===== src/sadc_pkg.sv =====
package sadc_pkg;

    // ------------------------------------------------------------
    // Register offsets
    // ------------------------------------------------------------
    localparam logic [2:0] OFS_MODE      = 3'h0;
    localparam logic [2:0] OFS_CHAN      = 3'h1;
    localparam logic [2:0] OFS_RES_LO    = 3'h2;
    localparam logic [2:0] OFS_RES_HI    = 3'h3;
    localparam logic [2:0] OFS_RES_BYTE  = 3'h4;
    localparam logic [2:0] OFS_FLAG      = 3'h5;

    // ------------------------------------------------------------
    // Field positions and reset values
    // ------------------------------------------------------------
    localparam int         MODE_RUN_BIT  = 7;
    localparam int         MODE_FR_LSB   = 3;
    localparam int         MODE_CE_BIT   = 0;
    localparam int         FLAG_DONE_BIT = 0;
    localparam logic [7:0] MODE_RST      = 8'h00;
    localparam logic [1:0] CHAN_RST      = 2'h0;
    localparam int         RES_SHIFT     = 6;

    // ------------------------------------------------------------
    // Conversion timing, in timer units
    // ------------------------------------------------------------
    localparam int         SAR_BITS      = 10;
    localparam logic [1:0] SAMPLE_UNITS  = 2'h2;
    localparam logic [3:0] TOP_BIT       = 4'h9;
    localparam int         UNIT_BASE     = 4;

    // ------------------------------------------------------------
    // Sequencer states
    // ------------------------------------------------------------
    typedef enum logic [1:0] {
        ST_IDLE    = 2'b00,
        ST_SAMPLE  = 2'b01,
        ST_CONVERT = 2'b11
    } sadc_state_t;

endpackage


===== src/sadc_ctrl.sv =====
`timescale 1ns/1ps
`default_nettype none

// Contract
// - Convert only the one selected input
// - Run bit write starts conversion
// - Completion loads both results, raises request
// - Restart immediately while run stays set
// - Mode or channel write restarts conversion
// - Run bit cleared stops at once
// - Channel change gives exact conversion time
// - Result read beats simultaneous update
// - Config write beats completion, no update
// - Stop state halts the converter
// - Sample lasts one sixth of conversion
// - Successive approximation, msb first, ten bits
// - High byte holds upper eight bits
// - Channel write keeps pending done flag
module sadc_ctrl #(
    parameter int UNIT_BASE = sadc_pkg::UNIT_BASE
) (
    // Clock and reset
    input  wire logic       core_clk,
    input  wire logic       nrst,
    // Register port
    input  wire logic [2:0] reg_addr,
    input  wire logic [7:0] reg_wdata,
    input  wire logic       reg_wr,
    input  wire logic       reg_rd,
    output logic      [7:0] reg_rdata,
    // Analog front end
    input  wire logic       comp_in,
    input  wire logic       stop_mode,
    output logic      [1:0] channel_sel,
    output logic            sample_en,
    output logic      [9:0] dac_code,
    output logic            comparator_power_enable,
    // Completion request
    output logic            conversion_done_irq
);

    // ------------------------------------------------------------
    // Comparator synchroniser
    // ------------------------------------------------------------
    logic [2:0] comp_sync_q;
    logic       comp_q;
    logic       comp_d;

    always_comb begin
        comp_d = comp_q;
        if (comp_sync_q[1] == comp_sync_q[2]) begin
            comp_d = comp_sync_q[2];
        end
    end

    always_ff @(posedge core_clk) begin
        if (!nrst) begin
            comp_sync_q <= 3'h0;
            comp_q      <= 1'b0;
        end else begin
            comp_sync_q <= {comp_sync_q[1:0], comp_in};
            comp_q      <= comp_d;
        end
    end

    // ------------------------------------------------------------
    // Registers
    // ------------------------------------------------------------
    logic [7:0]  mode_q;
    logic [7:0]  mode_d;
    logic [1:0]  chan_q;
    logic [1:0]  chan_d;
    logic        flag_q;
    logic        flag_d;
    logic [15:0] res_word_q;
    logic [15:0] res_word_d;
    logic [7:0]  res_byte_q;
    logic [7:0]  res_byte_d;
    logic [7:0]  rdata_q;
    logic [7:0]  rdata_d;
    logic        irq_q;
    logic        irq_d;
    logic        wr_mode;
    logic        wr_chan;
    logic        cfg_wr;
    logic        done_now;
    logic [9:0]  sar_final;

    assign wr_mode = reg_wr && (reg_addr == sadc_pkg::OFS_MODE);
    assign wr_chan = reg_wr && (reg_addr == sadc_pkg::OFS_CHAN);
    assign cfg_wr  = wr_mode || wr_chan;

    always_comb begin
        mode_d     = mode_q;
        chan_d     = chan_q;
        flag_d     = flag_q;
        res_word_d = res_word_q;
        res_byte_d = res_byte_q;
        irq_d      = 1'b0;
        rdata_d    = 8'h00;
        if (wr_mode) begin
            mode_d = reg_wdata;
        end
        if (wr_chan) begin
            chan_d = reg_wdata[1:0];
        end
        if (reg_wr && (reg_addr == sadc_pkg::OFS_FLAG)
            && reg_wdata[sadc_pkg::FLAG_DONE_BIT]) begin
            flag_d = 1'b0;
        end
        if (done_now) begin
            res_word_d = {sar_final, 6'h00};
            res_byte_d = sar_final[9:2];
            irq_d      = 1'b1;
            // Set wins over a clear in the same cycle
            flag_d     = 1'b1;
        end
        if (reg_rd) begin
            unique case (reg_addr)
                sadc_pkg::OFS_MODE:     rdata_d = mode_q & 8'hb9;
                sadc_pkg::OFS_CHAN:     rdata_d = {6'h00, chan_q};
                sadc_pkg::OFS_RES_LO:   rdata_d = res_word_q[7:0];
                sadc_pkg::OFS_RES_HI:   rdata_d = res_word_q[15:8];
                sadc_pkg::OFS_RES_BYTE: rdata_d = res_byte_q;
                sadc_pkg::OFS_FLAG:     rdata_d = {7'h00, flag_q};
                default:                rdata_d = 8'h00;
            endcase
        end
    end

    always_ff @(posedge core_clk) begin
        if (!nrst) begin
            mode_q     <= sadc_pkg::MODE_RST;
            chan_q     <= sadc_pkg::CHAN_RST;
            flag_q     <= 1'b0;
            res_word_q <= 16'h0000;
            res_byte_q <= 8'h00;
            rdata_q    <= 8'h00;
            irq_q      <= 1'b0;
        end else begin
            mode_q     <= mode_d;
            chan_q     <= chan_d;
            flag_q     <= flag_d;
            res_word_q <= res_word_d;
            res_byte_q <= res_byte_d;
            rdata_q    <= rdata_d;
            irq_q      <= irq_d;
        end
    end

    // ------------------------------------------------------------
    // Sequencer
    // ------------------------------------------------------------
    sadc_pkg::sadc_state_t st_q;
    sadc_pkg::sadc_state_t st_d;
    logic [1:0] samp_q;
    logic [1:0] samp_d;
    logic [3:0] idx_q;
    logic [3:0] idx_d;
    logic [9:0] sar_q;
    logic [9:0] sar_d;
    logic       run_now;
    logic       tick;

    // The new mode value governs the restart, so a run write acts at once
    assign run_now = wr_mode ? reg_wdata[sadc_pkg::MODE_RUN_BIT]
                             : mode_q[sadc_pkg::MODE_RUN_BIT];

    always_comb begin
        sar_final = sar_q;
        if (!comp_q) begin
            sar_final[idx_q] = 1'b0;
        end
    end

    always_comb begin
        st_d     = st_q;
        samp_d   = samp_q;
        idx_d    = idx_q;
        sar_d    = sar_q;
        done_now = 1'b0;
        unique case (st_q)
            sadc_pkg::ST_IDLE: begin
                sar_d = 10'h000;
            end
            sadc_pkg::ST_SAMPLE: begin
                if (tick) begin
                    samp_d = samp_q + 2'h1;
                    if (samp_q == sadc_pkg::SAMPLE_UNITS - 2'h1) begin
                        st_d  = sadc_pkg::ST_CONVERT;
                        idx_d = sadc_pkg::TOP_BIT;
                        sar_d = 10'h200;
                    end
                end
            end
            sadc_pkg::ST_CONVERT: begin
                if (tick) begin
                    sar_d = sar_final;
                    if (idx_q == 4'h0) begin
                        done_now = !cfg_wr;
                        st_d     = sadc_pkg::ST_SAMPLE;
                        samp_d   = 2'h0;
                    end else begin
                        idx_d        = idx_q - 4'h1;
                        sar_d[idx_d] = 1'b1;
                    end
                end
            end
            default: begin
                st_d = sadc_pkg::ST_IDLE;
            end
        endcase
        if (cfg_wr) begin
            st_d   = run_now ? sadc_pkg::ST_SAMPLE : sadc_pkg::ST_IDLE;
            samp_d = 2'h0;
            idx_d  = sadc_pkg::TOP_BIT;
        end
        if (!run_now) begin
            st_d = sadc_pkg::ST_IDLE;
        end
        if (stop_mode) begin
            st_d = sadc_pkg::ST_IDLE;
        end else if (st_q == sadc_pkg::ST_IDLE && run_now) begin
            st_d   = sadc_pkg::ST_SAMPLE;
            samp_d = 2'h0;
        end
    end

    always_ff @(posedge core_clk) begin
        if (!nrst) begin
            st_q   <= sadc_pkg::ST_IDLE;
            samp_q <= 2'h0;
            idx_q  <= sadc_pkg::TOP_BIT;
            sar_q  <= 10'h000;
        end else begin
            st_q   <= st_d;
            samp_q <= samp_d;
            idx_q  <= idx_d;
            sar_q  <= sar_d;
        end
    end

    sadc_unit_timer #(
        .BASE (UNIT_BASE)
    ) u_timer (
        .core_clk (core_clk),
        .nrst     (nrst),
        .clear    (cfg_wr || st_q == sadc_pkg::ST_IDLE),
        .enable   (st_q != sadc_pkg::ST_IDLE),
        .fr_sel   (mode_q[sadc_pkg::MODE_FR_LSB +: 3]),
        .tick     (tick)
    );

    // ------------------------------------------------------------
    // Outputs
    // ------------------------------------------------------------
    // one selected input
    assign channel_sel             = chan_q;
    assign sample_en               = (st_q == sadc_pkg::ST_SAMPLE);
    assign dac_code                = sar_q;
    assign comparator_power_enable = mode_q[sadc_pkg::MODE_CE_BIT];
    assign conversion_done_irq     = irq_q;
    assign reg_rdata               = rdata_q;

    // ------------------------------------------------------------
    // Checks
    // ------------------------------------------------------------
    logic [11:0] since_cfg_q;
    logic        first_q;

    always_ff @(posedge core_clk) begin
        if (!nrst) begin
            since_cfg_q <= 12'h000;
            first_q     <= 1'b0;
        end else if (cfg_wr) begin
            since_cfg_q <= 12'h000;
            first_q     <= 1'b1;
        end else begin
            since_cfg_q <= since_cfg_q + 12'h001;
            // Measurement ends at completion or once idle
            if (irq_q || st_q == sadc_pkg::ST_IDLE) begin
                first_q <= 1'b0;
            end
        end
    end

    a_run_starts: assert property (
        @(posedge core_clk) disable iff (!nrst)
        (wr_mode && reg_wdata[7] && !stop_mode) |=> st_q == sadc_pkg::ST_SAMPLE)
        else $error("run write did not start sampling");

    a_stop_now: assert property (
        @(posedge core_clk) disable iff (!nrst)
        (wr_mode && !reg_wdata[7]) |=> st_q == sadc_pkg::ST_IDLE && !irq_q)
        else $error("run clear did not stop");

    a_chan_restart: assert property (
        @(posedge core_clk) disable iff (!nrst)
        (wr_chan && st_q == sadc_pkg::ST_CONVERT && run_now && !stop_mode)
        |=> st_q == sadc_pkg::ST_SAMPLE && samp_q == 2'h0)
        else $error("channel write did not restart");

    a_done_loads: assert property (
        @(posedge core_clk) disable iff (!nrst)
        irq_q |-> res_word_q == {$past(sar_final), 6'h00} && flag_q)
        else $error("completion did not load result");

    a_write_wins: assert property (
        @(posedge core_clk) disable iff (!nrst)
        (st_q == sadc_pkg::ST_CONVERT && tick && idx_q == 4'h0 && cfg_wr)
        |=> !irq_q && $stable(res_word_q))
        else $error("completion not suppressed by write");

    a_result_stable: assert property (
        @(posedge core_clk) disable iff (!nrst)
        !irq_q |-> $stable(res_word_q) && $stable(res_byte_q))
        else $error("result changed without completion");

    a_high_byte: assert property (
        @(posedge core_clk) disable iff (!nrst)
        res_byte_q == res_word_q[15:8])
        else $error("high byte mismatch");

    a_back_to_back: assert property (
        @(posedge core_clk) disable iff (!nrst)
        (irq_q && mode_q[7] && !$past(stop_mode)) |-> st_q == sadc_pkg::ST_SAMPLE)
        else $error("no immediate restart");

    a_sample_len: assert property (
        @(posedge core_clk) disable iff (!nrst)
        (st_q == sadc_pkg::ST_SAMPLE && tick && samp_q == 2'h1 && !cfg_wr
         && run_now && !stop_mode) |=> st_q == sadc_pkg::ST_CONVERT && sar_q == 10'h200)
        else $error("sample phase length wrong");

    a_flag_kept: assert property (
        @(posedge core_clk) disable iff (!nrst)
        (wr_chan && flag_q) |=> flag_q)
        else $error("channel write cleared flag");

    a_read_first: assert property (
        @(posedge core_clk) disable iff (!nrst)
        (reg_rd && reg_addr == sadc_pkg::OFS_RES_BYTE && done_now)
        |=> reg_rdata == $past(res_byte_q))
        else $error("read saw new result");

    a_conv_time: assert property (
        @(posedge core_clk) disable iff (!nrst)
        (irq_q && first_q) |-> 32'(since_cfg_q) ==
            12 * (32'(mode_q[5:3]) + 1) * UNIT_BASE)
        else $error("conversion time after restart wrong");

    a_stop_halts: assert property (
        @(posedge core_clk) disable iff (!nrst)
        stop_mode |=> st_q == sadc_pkg::ST_IDLE)
        else $error("stop state did not halt");

endmodule // sadc_ctrl

`default_nettype wire


===== src/sadc_unit_timer.sv =====
`timescale 1ns/1ps
`default_nettype none

module sadc_unit_timer #(
    parameter int BASE = 4
) (
    // Clock and reset
    input  wire logic       core_clk,
    input  wire logic       nrst,
    // Control
    input  wire logic       clear,
    input  wire logic       enable,
    input  wire logic [2:0] fr_sel,
    // Unit enable pulse
    output logic            tick
);

    logic [7:0] cnt_q;
    logic [7:0] cnt_d;
    logic [7:0] last;

    always_comb begin
        last  = 8'((32'(fr_sel) + 32'd1) * 32'(BASE) - 32'd1);
        tick  = enable && !clear && (cnt_q == last);
        cnt_d = cnt_q;
        if (clear || !enable) begin
            cnt_d = 8'h00;
        end else if (tick) begin
            cnt_d = 8'h00;
        end else begin
            cnt_d = cnt_q + 8'h01;
        end
    end

    always_ff @(posedge core_clk) begin
        if (!nrst) begin
            cnt_q <= 8'h00;
        end else begin
            cnt_q <= cnt_d;
        end
    end

endmodule // sadc_unit_timer

`default_nettype wire


===== config.mk =====
export PLATFORM = sky130hd
export DESIGN_NAME = sadc_ctrl
export DESIGN_NICKNAME = d
export VERILOG_FILES = /design/src/sadc_pkg.sv /design/src/sadc_ctrl.sv /design/src/sadc_unit_timer.sv
export SDC_FILE = /design/constraint.sdc
export NUM_CORES = 1
export LEC_CHECK = 0
export BUFFER_PORTS_ARGS = -buffer_cell sky130_fd_sc_hd__buf_4
export CORE_ASPECT_RATIO = 1.1
export CORE_MARGIN = 2
export CORE_UTILIZATION = 39
export CTS_CLUSTER_DIAMETER = 120
export CTS_CLUSTER_SIZE = 14
export DETAILED_ROUTE_END_ITERATION = 6
export GPL_TIMING_DRIVEN = 0
export PLACE_DENSITY = 0.63
export SKIP_CTS_REPAIR_TIMING = 1
export SYNTH_ARGS = -nofsm -noshare
export SYNTH_HDL_FRONTEND = slang
export SYNTH_SLANG_ARGS = --single-unit

===== constraint.sdc =====
create_clock -name core_clk -period 2.5 [get_ports core_clk]
set_clock_uncertainty 0.1 [all_clocks]
set_input_delay 0.375 -clock core_clk [delete_from_list [all_inputs] [get_ports core_clk]]
set_output_delay 0.375 -clock core_clk [all_outputs]
set_load 0.02 [all_outputs]

==> results.toml, run 1 <==
[yosys]
ys_async_sr_fraction = 0
synth_cells = 333
synth_seq_cells = 57
synth_nets = 359
synth_edf_count = 0
syn_area_um2 = 2810
synth_top_area_cell = "dfxtp_1"
synth.top_cells.by_area = "dfxtp_1 (41%), nand2_1 (5.3%), nor2_1 (4.5%)"
synth_flop_cell = "dfxtp_1"
yosysSeqAreaShare = 0.406
synth_cell_types = 52
avgSynthCellArea_um2 = 8.43
synth_top_area_frac = 0.406
ys_warn_count = 0

[clocking]
clockRootBuffer = "clkbuf_8"
cts_buffer_depth = 2
htree_levels = 3
cts_buffers = 9
clock_latency_ps = 340
clk_pin_slew_worst_paths_ps = 70
cts_tree = "built"
clock_sinks = 57

[pwr]
total_power_mw = 1.73
p_sw_frac = 0.249
power_frac_comb = 0.052
p_int_mw = 1.30
ir_drop_mv = 0.318
p_sw_mw = 0.431
cellPowerDensity_nw_per_um2 = 490
p_leak_nw = 1.32
seq_power_share = 0.529
clkPwrFrac = 0.419

[cells_and_area]
layout.cells.non_filler = 477
layout.nets = 413
finalInstanceArea_um2 = 3530
layout-drive-gt1-share = 0.242
final_cell_mix = "dfxtp_1 (53), buf_4 (43), nand2_1 (40), nor2_1 (34), nand3_1 (17)"
final_common_cell = "dfxtp_1"
area_growth_pct = 25.9
antenna_cells = 0

[grt]
gr-usage-met3 = 0.0583
grt_pass1_vias = 2336
use_met2 = 0.302
grt_antenna_before_repair = 0
grt.busiest_layer = "met2"
grt_max_degree = 11
track_usage = 0.180
grt_first_pass_wirelength_mm = 11.2
grtUsageMet1 = 0.214
grt_overflow = 0

[place]
dp_hpwl_mm = 5.06
place_inst = 452
gp_congestion = 0.936
io_buffers = 34
postPlaceCellArea_um2 = 3180

[critical_path]
end_kind = "register"
r2r-end = "idx_q[1]$_SDFFE_PP0P_"
r2r_cells = 7
cp-start-kind = "register"
cp_data_arrival_time_ps = 2810
crit_fanout = 6
worstPathRequired_ps = 2680
ff2ff_setup_slack_ps = -130
crit_type = "reg2reg"
reg2reg_from = "mode_q[4]$_SDFFE_PN0P_"

[min_path]
whs_endpoint = "comp_sync_q[0]$_SDFF_PN0_"
min-delay-start = "comp_in"
min_path_type = "in2reg"
whs_path_depth = 2

[floorplan]
die-width_um = 84.9
num_rows = 32
die_h_um = 93.0
fp.dieArea_um2 = 7890
start_util = 0.401
ioPinCount = 40
core_area_um2 = 7010

[detailed_routing]
drc_errors = 0
drtAntennaViolNets = 0
wl_mm = 7.17
detail_route.iter0.violations = 66
first_pass_iters = 4
vias_per_cell = 5.44
num_vias = 2595
wire_per_inst_um = 15.0

[sta]
tightest_slew_ps = 559
slew_headroom = 0.628
fin_crit_sh = 1.05
min_period_ps = 2630
final.setup.worst_slack_ps = -128
drv_slew = 0
rsz0062_at_grt = "true"
setup_violations = 9
final_hold_viol_count = 0
fmax_mhz = 381

[status]
status = "finished, violations left"
violations = "negative setup slack"

[flow_run]
maxCapViolCount = 0
-- worst max path at each step --
stage	start	slack (ps)	to	cells past startpoint
floorplan	mode_q[3]$_SDFFE_PN0P_	10	dac_code[1]$_SDFFE_PN0P_	7
detailed placement	reg_wr	-300	res_byte_q[3]$_SDFFE_PN0P_	7
finish	mode_q[4]$_SDFFE_PN0P_	-130	idx_q[1]$_SDFFE_PP0P_	7
global placement	reg_wr	-290	res_byte_q[4]$_SDFFE_PN0P_	7
CTS	mode_q[4]$_SDFFE_PN0P_	-270	res_byte_q[3]$_SDFFE_PN0P_	6
global route	mode_q[4]$_SDFFE_PN0P_	-180	idx_q[1]$_SDFFE_PP0P_	7
-- routing by layer --
metal	vias to the layer above	wire, µm	share of wire
met5	-	0	0
met4	0	118	0.016
met3	17	342	0.048
met2	64	3540	0.49
met1	1216	3170	0.44
li1	1298	-	-
-- through the flow --
stage / util / hold WS [ps] / TNS, ps / setup WS, ps
final: 0.504 / 144 / -702 / -128
after global routing: 0.504 / 166 / -1430 / -176
after CTS: 0.477 / 145 / -5440 / -270
after detailed placement: 0.453 / 325 / -5790 / -296
after global placement: 0.453 / 314 / -5030 / -295
after floorplan: - / 312 / 0 / 11.1
-- cell families (layout without fill, tap and decap cells) --
| kind of cell | Yosys count | count (layout) | share of synthesized area |
|---|---|---|---|
| simple gates | 150 | 150 | 0.269 |
| xor+xnor | 10 | 10 | 0.0312 |
| fa+ha+maj | 9 | 9 | 0.0401 |
| mux | 10 | 10 | 0.0365 |
| compound gates | 71 | 71 | 0.176 |
| buf+inv | 26 | 85 | 0.0410 |
| flops | 57 | 57 | 0.406 |
-- cells in the mapped netlist (8+ instances only) --
| cell type | instances |
|---|---|
| clkbuf_1 | 12 |
| inv_1 | 10 |
| nand4_1 | 9 |
| nand2_1 | 40 |
| o21ai_0 | 16 |
| ha_1 | 9 |
| nor2b_1 | 11 |
| dfxtp_1 | 57 |
| mux2i_1 | 8 |
| nand3_1 | 18 |
| a21oi_1 | 10 |
| nor2_1 | 34 |
-- power groups by stage --
| stage | Clock, mW | Sequential, mW | Combinational (mW) |
|---|---|---|---|
| 2_1_floorplan | 0 | 0.938 | 0.0489 |
| 3_3_place_gp | 0 | 0.937 | 0.0817 |
| 3_5_place_dp | 0 | 0.938 | 0.0826 |
| 4_1_cts | 0.732 | 0.917 | 0.0831 |
| 5_1_grt | 0.771 | 0.916 | 0.0985 |
| 6_report | 0.726 | 0.916 | 0.0899 |
-- final cells by class --
type	instances	area [µm²]
well taps	85	106
inverters	10	37.5
repair buffers	45	345
clock inverters	6	35.0
clock buffers	10	128
plain buffers	14	90.1
flip-flops and latches	57	1150
multi-input cells	250	1640
fillers	685	3470
-- registers in the layout (all words and copies together), names as in the netlist --
| signal | cells |
|---|---|
| reg_rdata | 8 |
| conversion_done_irq | 1 |
| st_q | 2 |
| comp_q | 1 |
| comp_sync_q | 3 |
| mode_q | 5 |
| samp_q | 2 |
| channel_sel | 2 |
| res_byte_q | 8 |
| flag_q | 1 |
| dac_code | 10 |
| u_timer.cnt_q | 8 |
| res_word_q | 2 |
| idx_q | 4 |
-- critical path, cell delays in order, from the launching register on --
cell,delay [ps]
dfxtp_4,370
xor2_1,170
or4_4,580
or2_4,280
or4b_4,490
buf_6,140
or3_4,320
a21oi_2,110
Note: power is estimated with default switching activity, not from simulation.
==> run 2, diff against run 1 <==
--- a/config.mk
+++ b/config.mk
@@ -5,6 +5,7 @@
 export SDC_FILE = /design/constraint.sdc
 export NUM_CORES = 1
 export LEC_CHECK = 0
+export ABC_CLOCK_PERIOD_IN_PS = 2500
 export BUFFER_PORTS_ARGS = -buffer_cell sky130_fd_sc_hd__buf_4
 export CORE_ASPECT_RATIO = 1.1
 export CORE_MARGIN = 2
@@ -13,7 +14,6 @@
 export CTS_CLUSTER_SIZE = 14
 export DETAILED_ROUTE_END_ITERATION = 6
 export GPL_TIMING_DRIVEN = 0
-export PLACE_DENSITY = 0.63
 export SKIP_CTS_REPAIR_TIMING = 1
 export SYNTH_ARGS = -nofsm -noshare
 export SYNTH_HDL_FRONTEND = slang
==> results.toml, run 2 (synthesis gave the netlist of run 1 again) <==
[status]
status = "finished, violations left"
violations = "negative setup slack"

[grt]
grt_overflow = 0
grt_pass1_vias = 2192
grt_max_degree = 12
grt_first_pass_wirelength_mm = 10.9
grt_antenna_before_repair = 0
track_usage = 0.177

[sta]
fmax_mhz = 383
drv_slew = 0
fin_crit_sh = 1.05
rsz0062_at_grt = "true"
setup_violations = 4
final.setup.worst_slack_ps = -113
tightest_slew_ps = 628
fin_tns_setup_ps = -284
slew_headroom = 0.581
final_hold_viol_count = 0
min_period_ps = 2610

[clocking]
clock_latency_ps = 340
cts_buffer_depth = 2
cts_tree = "built"
cts_buffers = 9
clock_sinks = 57
clockRootBuffer = "clkbuf_8"
htree_levels = 3
clk_pin_slew_worst_paths_ps = 70

[floorplan]
fp.dieArea_um2 = 7890
die_h_um = 93.0
start_util = 0.401
ioPinCount = 40
die-width_um = 84.9
num_rows = 32
core_area_um2 = 7010

[cells_and_area]
final_cell_mix = "dfxtp_1 (52), buf_4 (44), nand2_1 (40), nor2_1 (34), nand3_1 (18)"
layout-drive-gt1-share = 0.240
antenna_cells = 0
layout.cells.non_filler = 476
largest_register_ffs = 10
layout.nets = 412
area_growth_pct = 26.2
final_common_cell = "dfxtp_1"

[detailed_routing]
first_pass_iters = 6
drtAntennaViolNets = 0
num_vias = 2543
detail_route.iter0.violations = 128
vias_per_cell = 5.34
wl_mm = 7.05
drc_errors = 0
wire_per_inst_um = 14.8

[critical_path]
end_kind = "register"
cp_data_arrival_time_ps = 2790
cp-start-kind = "register"
worstPathRequired_ps = 2680
crit_fanout = 6
crit_type = "reg2reg"

[place]
io_buffers = 34
gp_congestion = 0.897
dp_hpwl_mm = 5.07
dp_slack_ps = -330
place_inst = 452

[min_path]
min_path_type = "in2reg"

[flow_run]
maxCapViolCount = 0

[pwr]
p_leak_nw = 1.33
ir_drop_mv = 0.320
total_power_mw = 1.89
cellPowerDensity_nw_per_um2 = 533
-- run 2: final timing paths --
check / start / to / slack (ps) / cells after the start
max: mode_q[4]$_SDFFE_PN0P_ / idx_q[1]$_SDFFE_PP0P_ / -110 / 7
min: comp_in / comp_sync_q[0]$_SDFF_PN0_ / 140 / 2
max reg2reg: mode_q[4]$_SDFFE_PN0P_ / idx_q[1]$_SDFFE_PP0P_ / -110 / 7
min reg2reg: comp_sync_q[0]$_SDFF_PN0_ / comp_sync_q[1]$_SDFF_PN0_ / 350 / 1
-- run 2: critical path, cell delays in order, from the launching register on --
cell and delay (ps):
dfxtp_4 380, xor2_1 160, or4_4 560, or2_4 290, or4b_4 480, buf_6 140, or3_1 320, a21oi_2 120
-- run 2: power by group --
group / total (mW) / internal, mW / leakage (nW) / switching, mW
Combinational: 0.0880 / 0.0370 / 0.770 / 0.0510
Clock: 0.886 / 0.488 / 0.0985 / 0.398
Sequential: 0.915 / 0.911 / 0.463 / 0.00442
-- run 2: final cells by class --
| class | instances | area, µm² |
|---|---|---|
| multi-input cells | 250 | 1630 |
| clock inverters | 6 | 67.6 |
| fillers | 651 | 3460 |
| repair buffers | 44 | 328 |
| well taps | 85 | 106 |
| flip-flops and latches | 57 | 1150 |
| inverters | 10 | 37.5 |
| plain buffers | 14 | 86.3 |
| clock buffers | 10 | 138 |
-- run 2: layer usage --
metal / up-vias / part of all wire / track usage
li1: 1292 / - / -
met2: 69 / 0.48 / 0.295
met1: 1172 / 0.46 / 0.221
met3: 10 / 0.050 / 0.0362
met4: 0 / 0.013 / 0.0754
met5: - / 0 / 0
-- run 2: stage by stage --
| step | cell area [µm²] | utilization | hold slack [ps] |
|---|---|---|---|
| finish | 3540 | 0.506 | 143 |
| detailed placement | 3180 | 0.453 | 336 |
| CTS | 3380 | 0.483 | 140 |
| global placement | 3180 | 0.453 | 322 |
| global route | 3540 | 0.506 | 153 |
| floorplan | 2820 | - | 312 |
==> run 3, diff against run 2 <==
--- a/config.mk
+++ b/config.mk
@@ -7,13 +7,16 @@
 export LEC_CHECK = 0
 export ABC_CLOCK_PERIOD_IN_PS = 2500
 export BUFFER_PORTS_ARGS = -buffer_cell sky130_fd_sc_hd__buf_4
+export CELL_PAD_IN_SITES_DETAIL_PLACEMENT = 1
+export CELL_PAD_IN_SITES_GLOBAL_PLACEMENT = 1
 export CORE_ASPECT_RATIO = 1.1
 export CORE_MARGIN = 2
-export CORE_UTILIZATION = 39
+export CORE_UTILIZATION = 38
 export CTS_CLUSTER_DIAMETER = 120
 export CTS_CLUSTER_SIZE = 14
 export DETAILED_ROUTE_END_ITERATION = 6
 export GPL_TIMING_DRIVEN = 0
+export PLACE_DENSITY_LB_ADDON = 0.1
 export SKIP_CTS_REPAIR_TIMING = 1
 export SYNTH_ARGS = -nofsm -noshare
 export SYNTH_HDL_FRONTEND = slang
==> results.toml, run 3 (synthesis gave the netlist of run 1 again) <==
[place]
dp_hpwl_mm = 5.69
postPlaceCellArea_um2 = 3180
dp_slack_ps = -391
io_buffers = 34
gp_congestion = 0.815
place_inst = 452

[critical_path]
worstPathRequired_ps = 2680
cp-start-kind = "register"
cp_data_arrival_time_ps = 2790
crit_fanout = 7
critPathTopFamily = "simple AND/OR/NAND/NOR gates"
worst-path-buf-inv = 1
crit_type = "reg2reg"
crit_chain = "ha_4 -> nor4bb_1 -> a31oi_1 -> o211a_2 -> or4b_4 -> buf_6 -> or3_4 -> a21oi_2"
worst_path_max_delay_cell = "or4b_4"
slowest_delay_ps = 550
end_kind = "register"

[floorplan]
ioPinCount = 40
fp.dieArea_um2 = 8090
start_util = 0.396
num_rows = 32
die-width_um = 86.0
core_area_um2 = 7090
die_h_um = 94.2

[flow_run]
maxCapViolCount = 0

[clocking]
cts_buffer_depth = 2
cts_tree = "built"
clock_latency_ps = 340
cts_buffers = 9
clock_sinks = 57
clk_pin_slew_worst_paths_ps = 70
htree_levels = 3
clockRootBuffer = "clkbuf_8"

[detailed_routing]
wire_per_inst_um = 17.1
detail_route.iter0.violations = 114
met3_length_um = 377
first_pass_iters = 4
route.layer.met1.wl_mm = 3.78
drtAntennaViolNets = 0
drc_errors = 0
vias_per_cell = 5.54
top_layer = "met4"
route.met2.wl_mm = 3.84
num_vias = 2677
wl_mm = 8.25

[cells_and_area]
antenna_cells = 0
finalCoreUtilization = 0.529
layout.nets = 419
layout.cells.non_filler = 483
final_cell_mix = "dfxtp_1 (52), buf_4 (49), nand2_1 (40), nor2_1 (34), nand3_1 (15)"
final_common_cell = "dfxtp_1"
layout-drive-gt1-share = 0.276
area_growth_pct = 33.5
largest_register_ffs = 10
n_fill_cell = 832
finalInstanceArea_um2 = 3750
seqCellArea_um2 = 1150
multi_input_area_um2 = 1690

[grt]
grt_overflow = 0
grt_pass1_vias = 2617
track_usage = 0.207
grt_max_degree = 11
grt_antenna_before_repair = 0
grt_first_pass_wirelength_mm = 13.1

[sta]
rsz0062_at_grt = "true"
slew_headroom = 0.609
fin_tns_setup_ps = -667
fmax_mhz = 383
min_period_ps = 2610
fin_crit_sh = 1.04
drv_slew = 0
setup_violations = 17
final.setup.worst_slack_ps = -112
tightest_slew_ps = 583
final_hold_viol_count = 0

[status]
violations = "negative setup slack"
status = "finished, violations left"

[pwr]
p_leak_nw = 1.42
ir_drop_mv = 0.326
cellPowerDensity_nw_per_um2 = 592

[min_path]
min_path_type = "in2reg"
-- run 3: cell count changes in the layout (fill, tap and decap cells not counted), moves of 3 or more --
| cell | before | now |
|---|---|---|
| bufinv_16 | 1 | 4 |
| o21ai_0 | 14 | 7 |
| o2bb2ai_1 | 4 | 1 |
| o2bb2ai_2 | 0 | 3 |
| nand3_1 | 18 | 15 |
| buf_4 | 44 | 49 |
| or3_4 | 2 | 5 |
| nand3_2 | 0 | 3 |
| o21ai_1 | 3 | 10 |
-- run 3: power by group --
group / internal [mW] / switching (mW)
Sequential: 0.910 / 0.00430
Combinational: 0.0426 / 0.0558
Clock: 0.816 / 0.388
Total: 1.77 / 0.448
-- run 3: area by class of cell --
class	count	area share
buffer	14	0.0250
clock buffer	11	0.0404
clock inverter	5	0.0334
inverter	10	0.0100
multi-input combinational	250	0.450
sequential	57	0.308
tap	85	0.0284
timing repair buffer	51	0.104
-- run 3: worst reg2reg max path, cell delays in order, from the launching register on --
cell and delay, ps:
dfxtp_4 380, ha_4 250, nor4bb_1 340, a31oi_1 150, o211a_2 210, or4b_4 550
buf_6 140, or3_4 320, a21oi_2 110
-- run 3: routing by layer --
layer  vias to the layer above  global-route usage
met1                      1283               0.274
met3                        19              0.0395
li1                       1304                   -
met4                         0              0.0966
met5                         -                   0
met2                        71               0.322
-- run 3: worst paths after layout --
check	to	cells after the start	from	slack, ps
max	idx_q[1]$_SDFFE_PP0P_	8	mode_q[3]$_SDFFE_PN0P_	-110
min	comp_sync_q[0]$_SDFF_PN0_	2	comp_in	160
max reg2reg	idx_q[1]$_SDFFE_PP0P_	8	mode_q[3]$_SDFFE_PN0P_	-110
min reg2reg	comp_sync_q[1]$_SDFF_PN0_	1	comp_sync_q[0]$_SDFF_PN0_	350
-- run 3: stage by stage --
step                hold slack, ps  power (mW)
finish                         162        2.22
global route                   176        2.29
CTS                            163        2.21
detailed placement             347        1.02
global placement               313        1.02
floorplan                      312       0.986
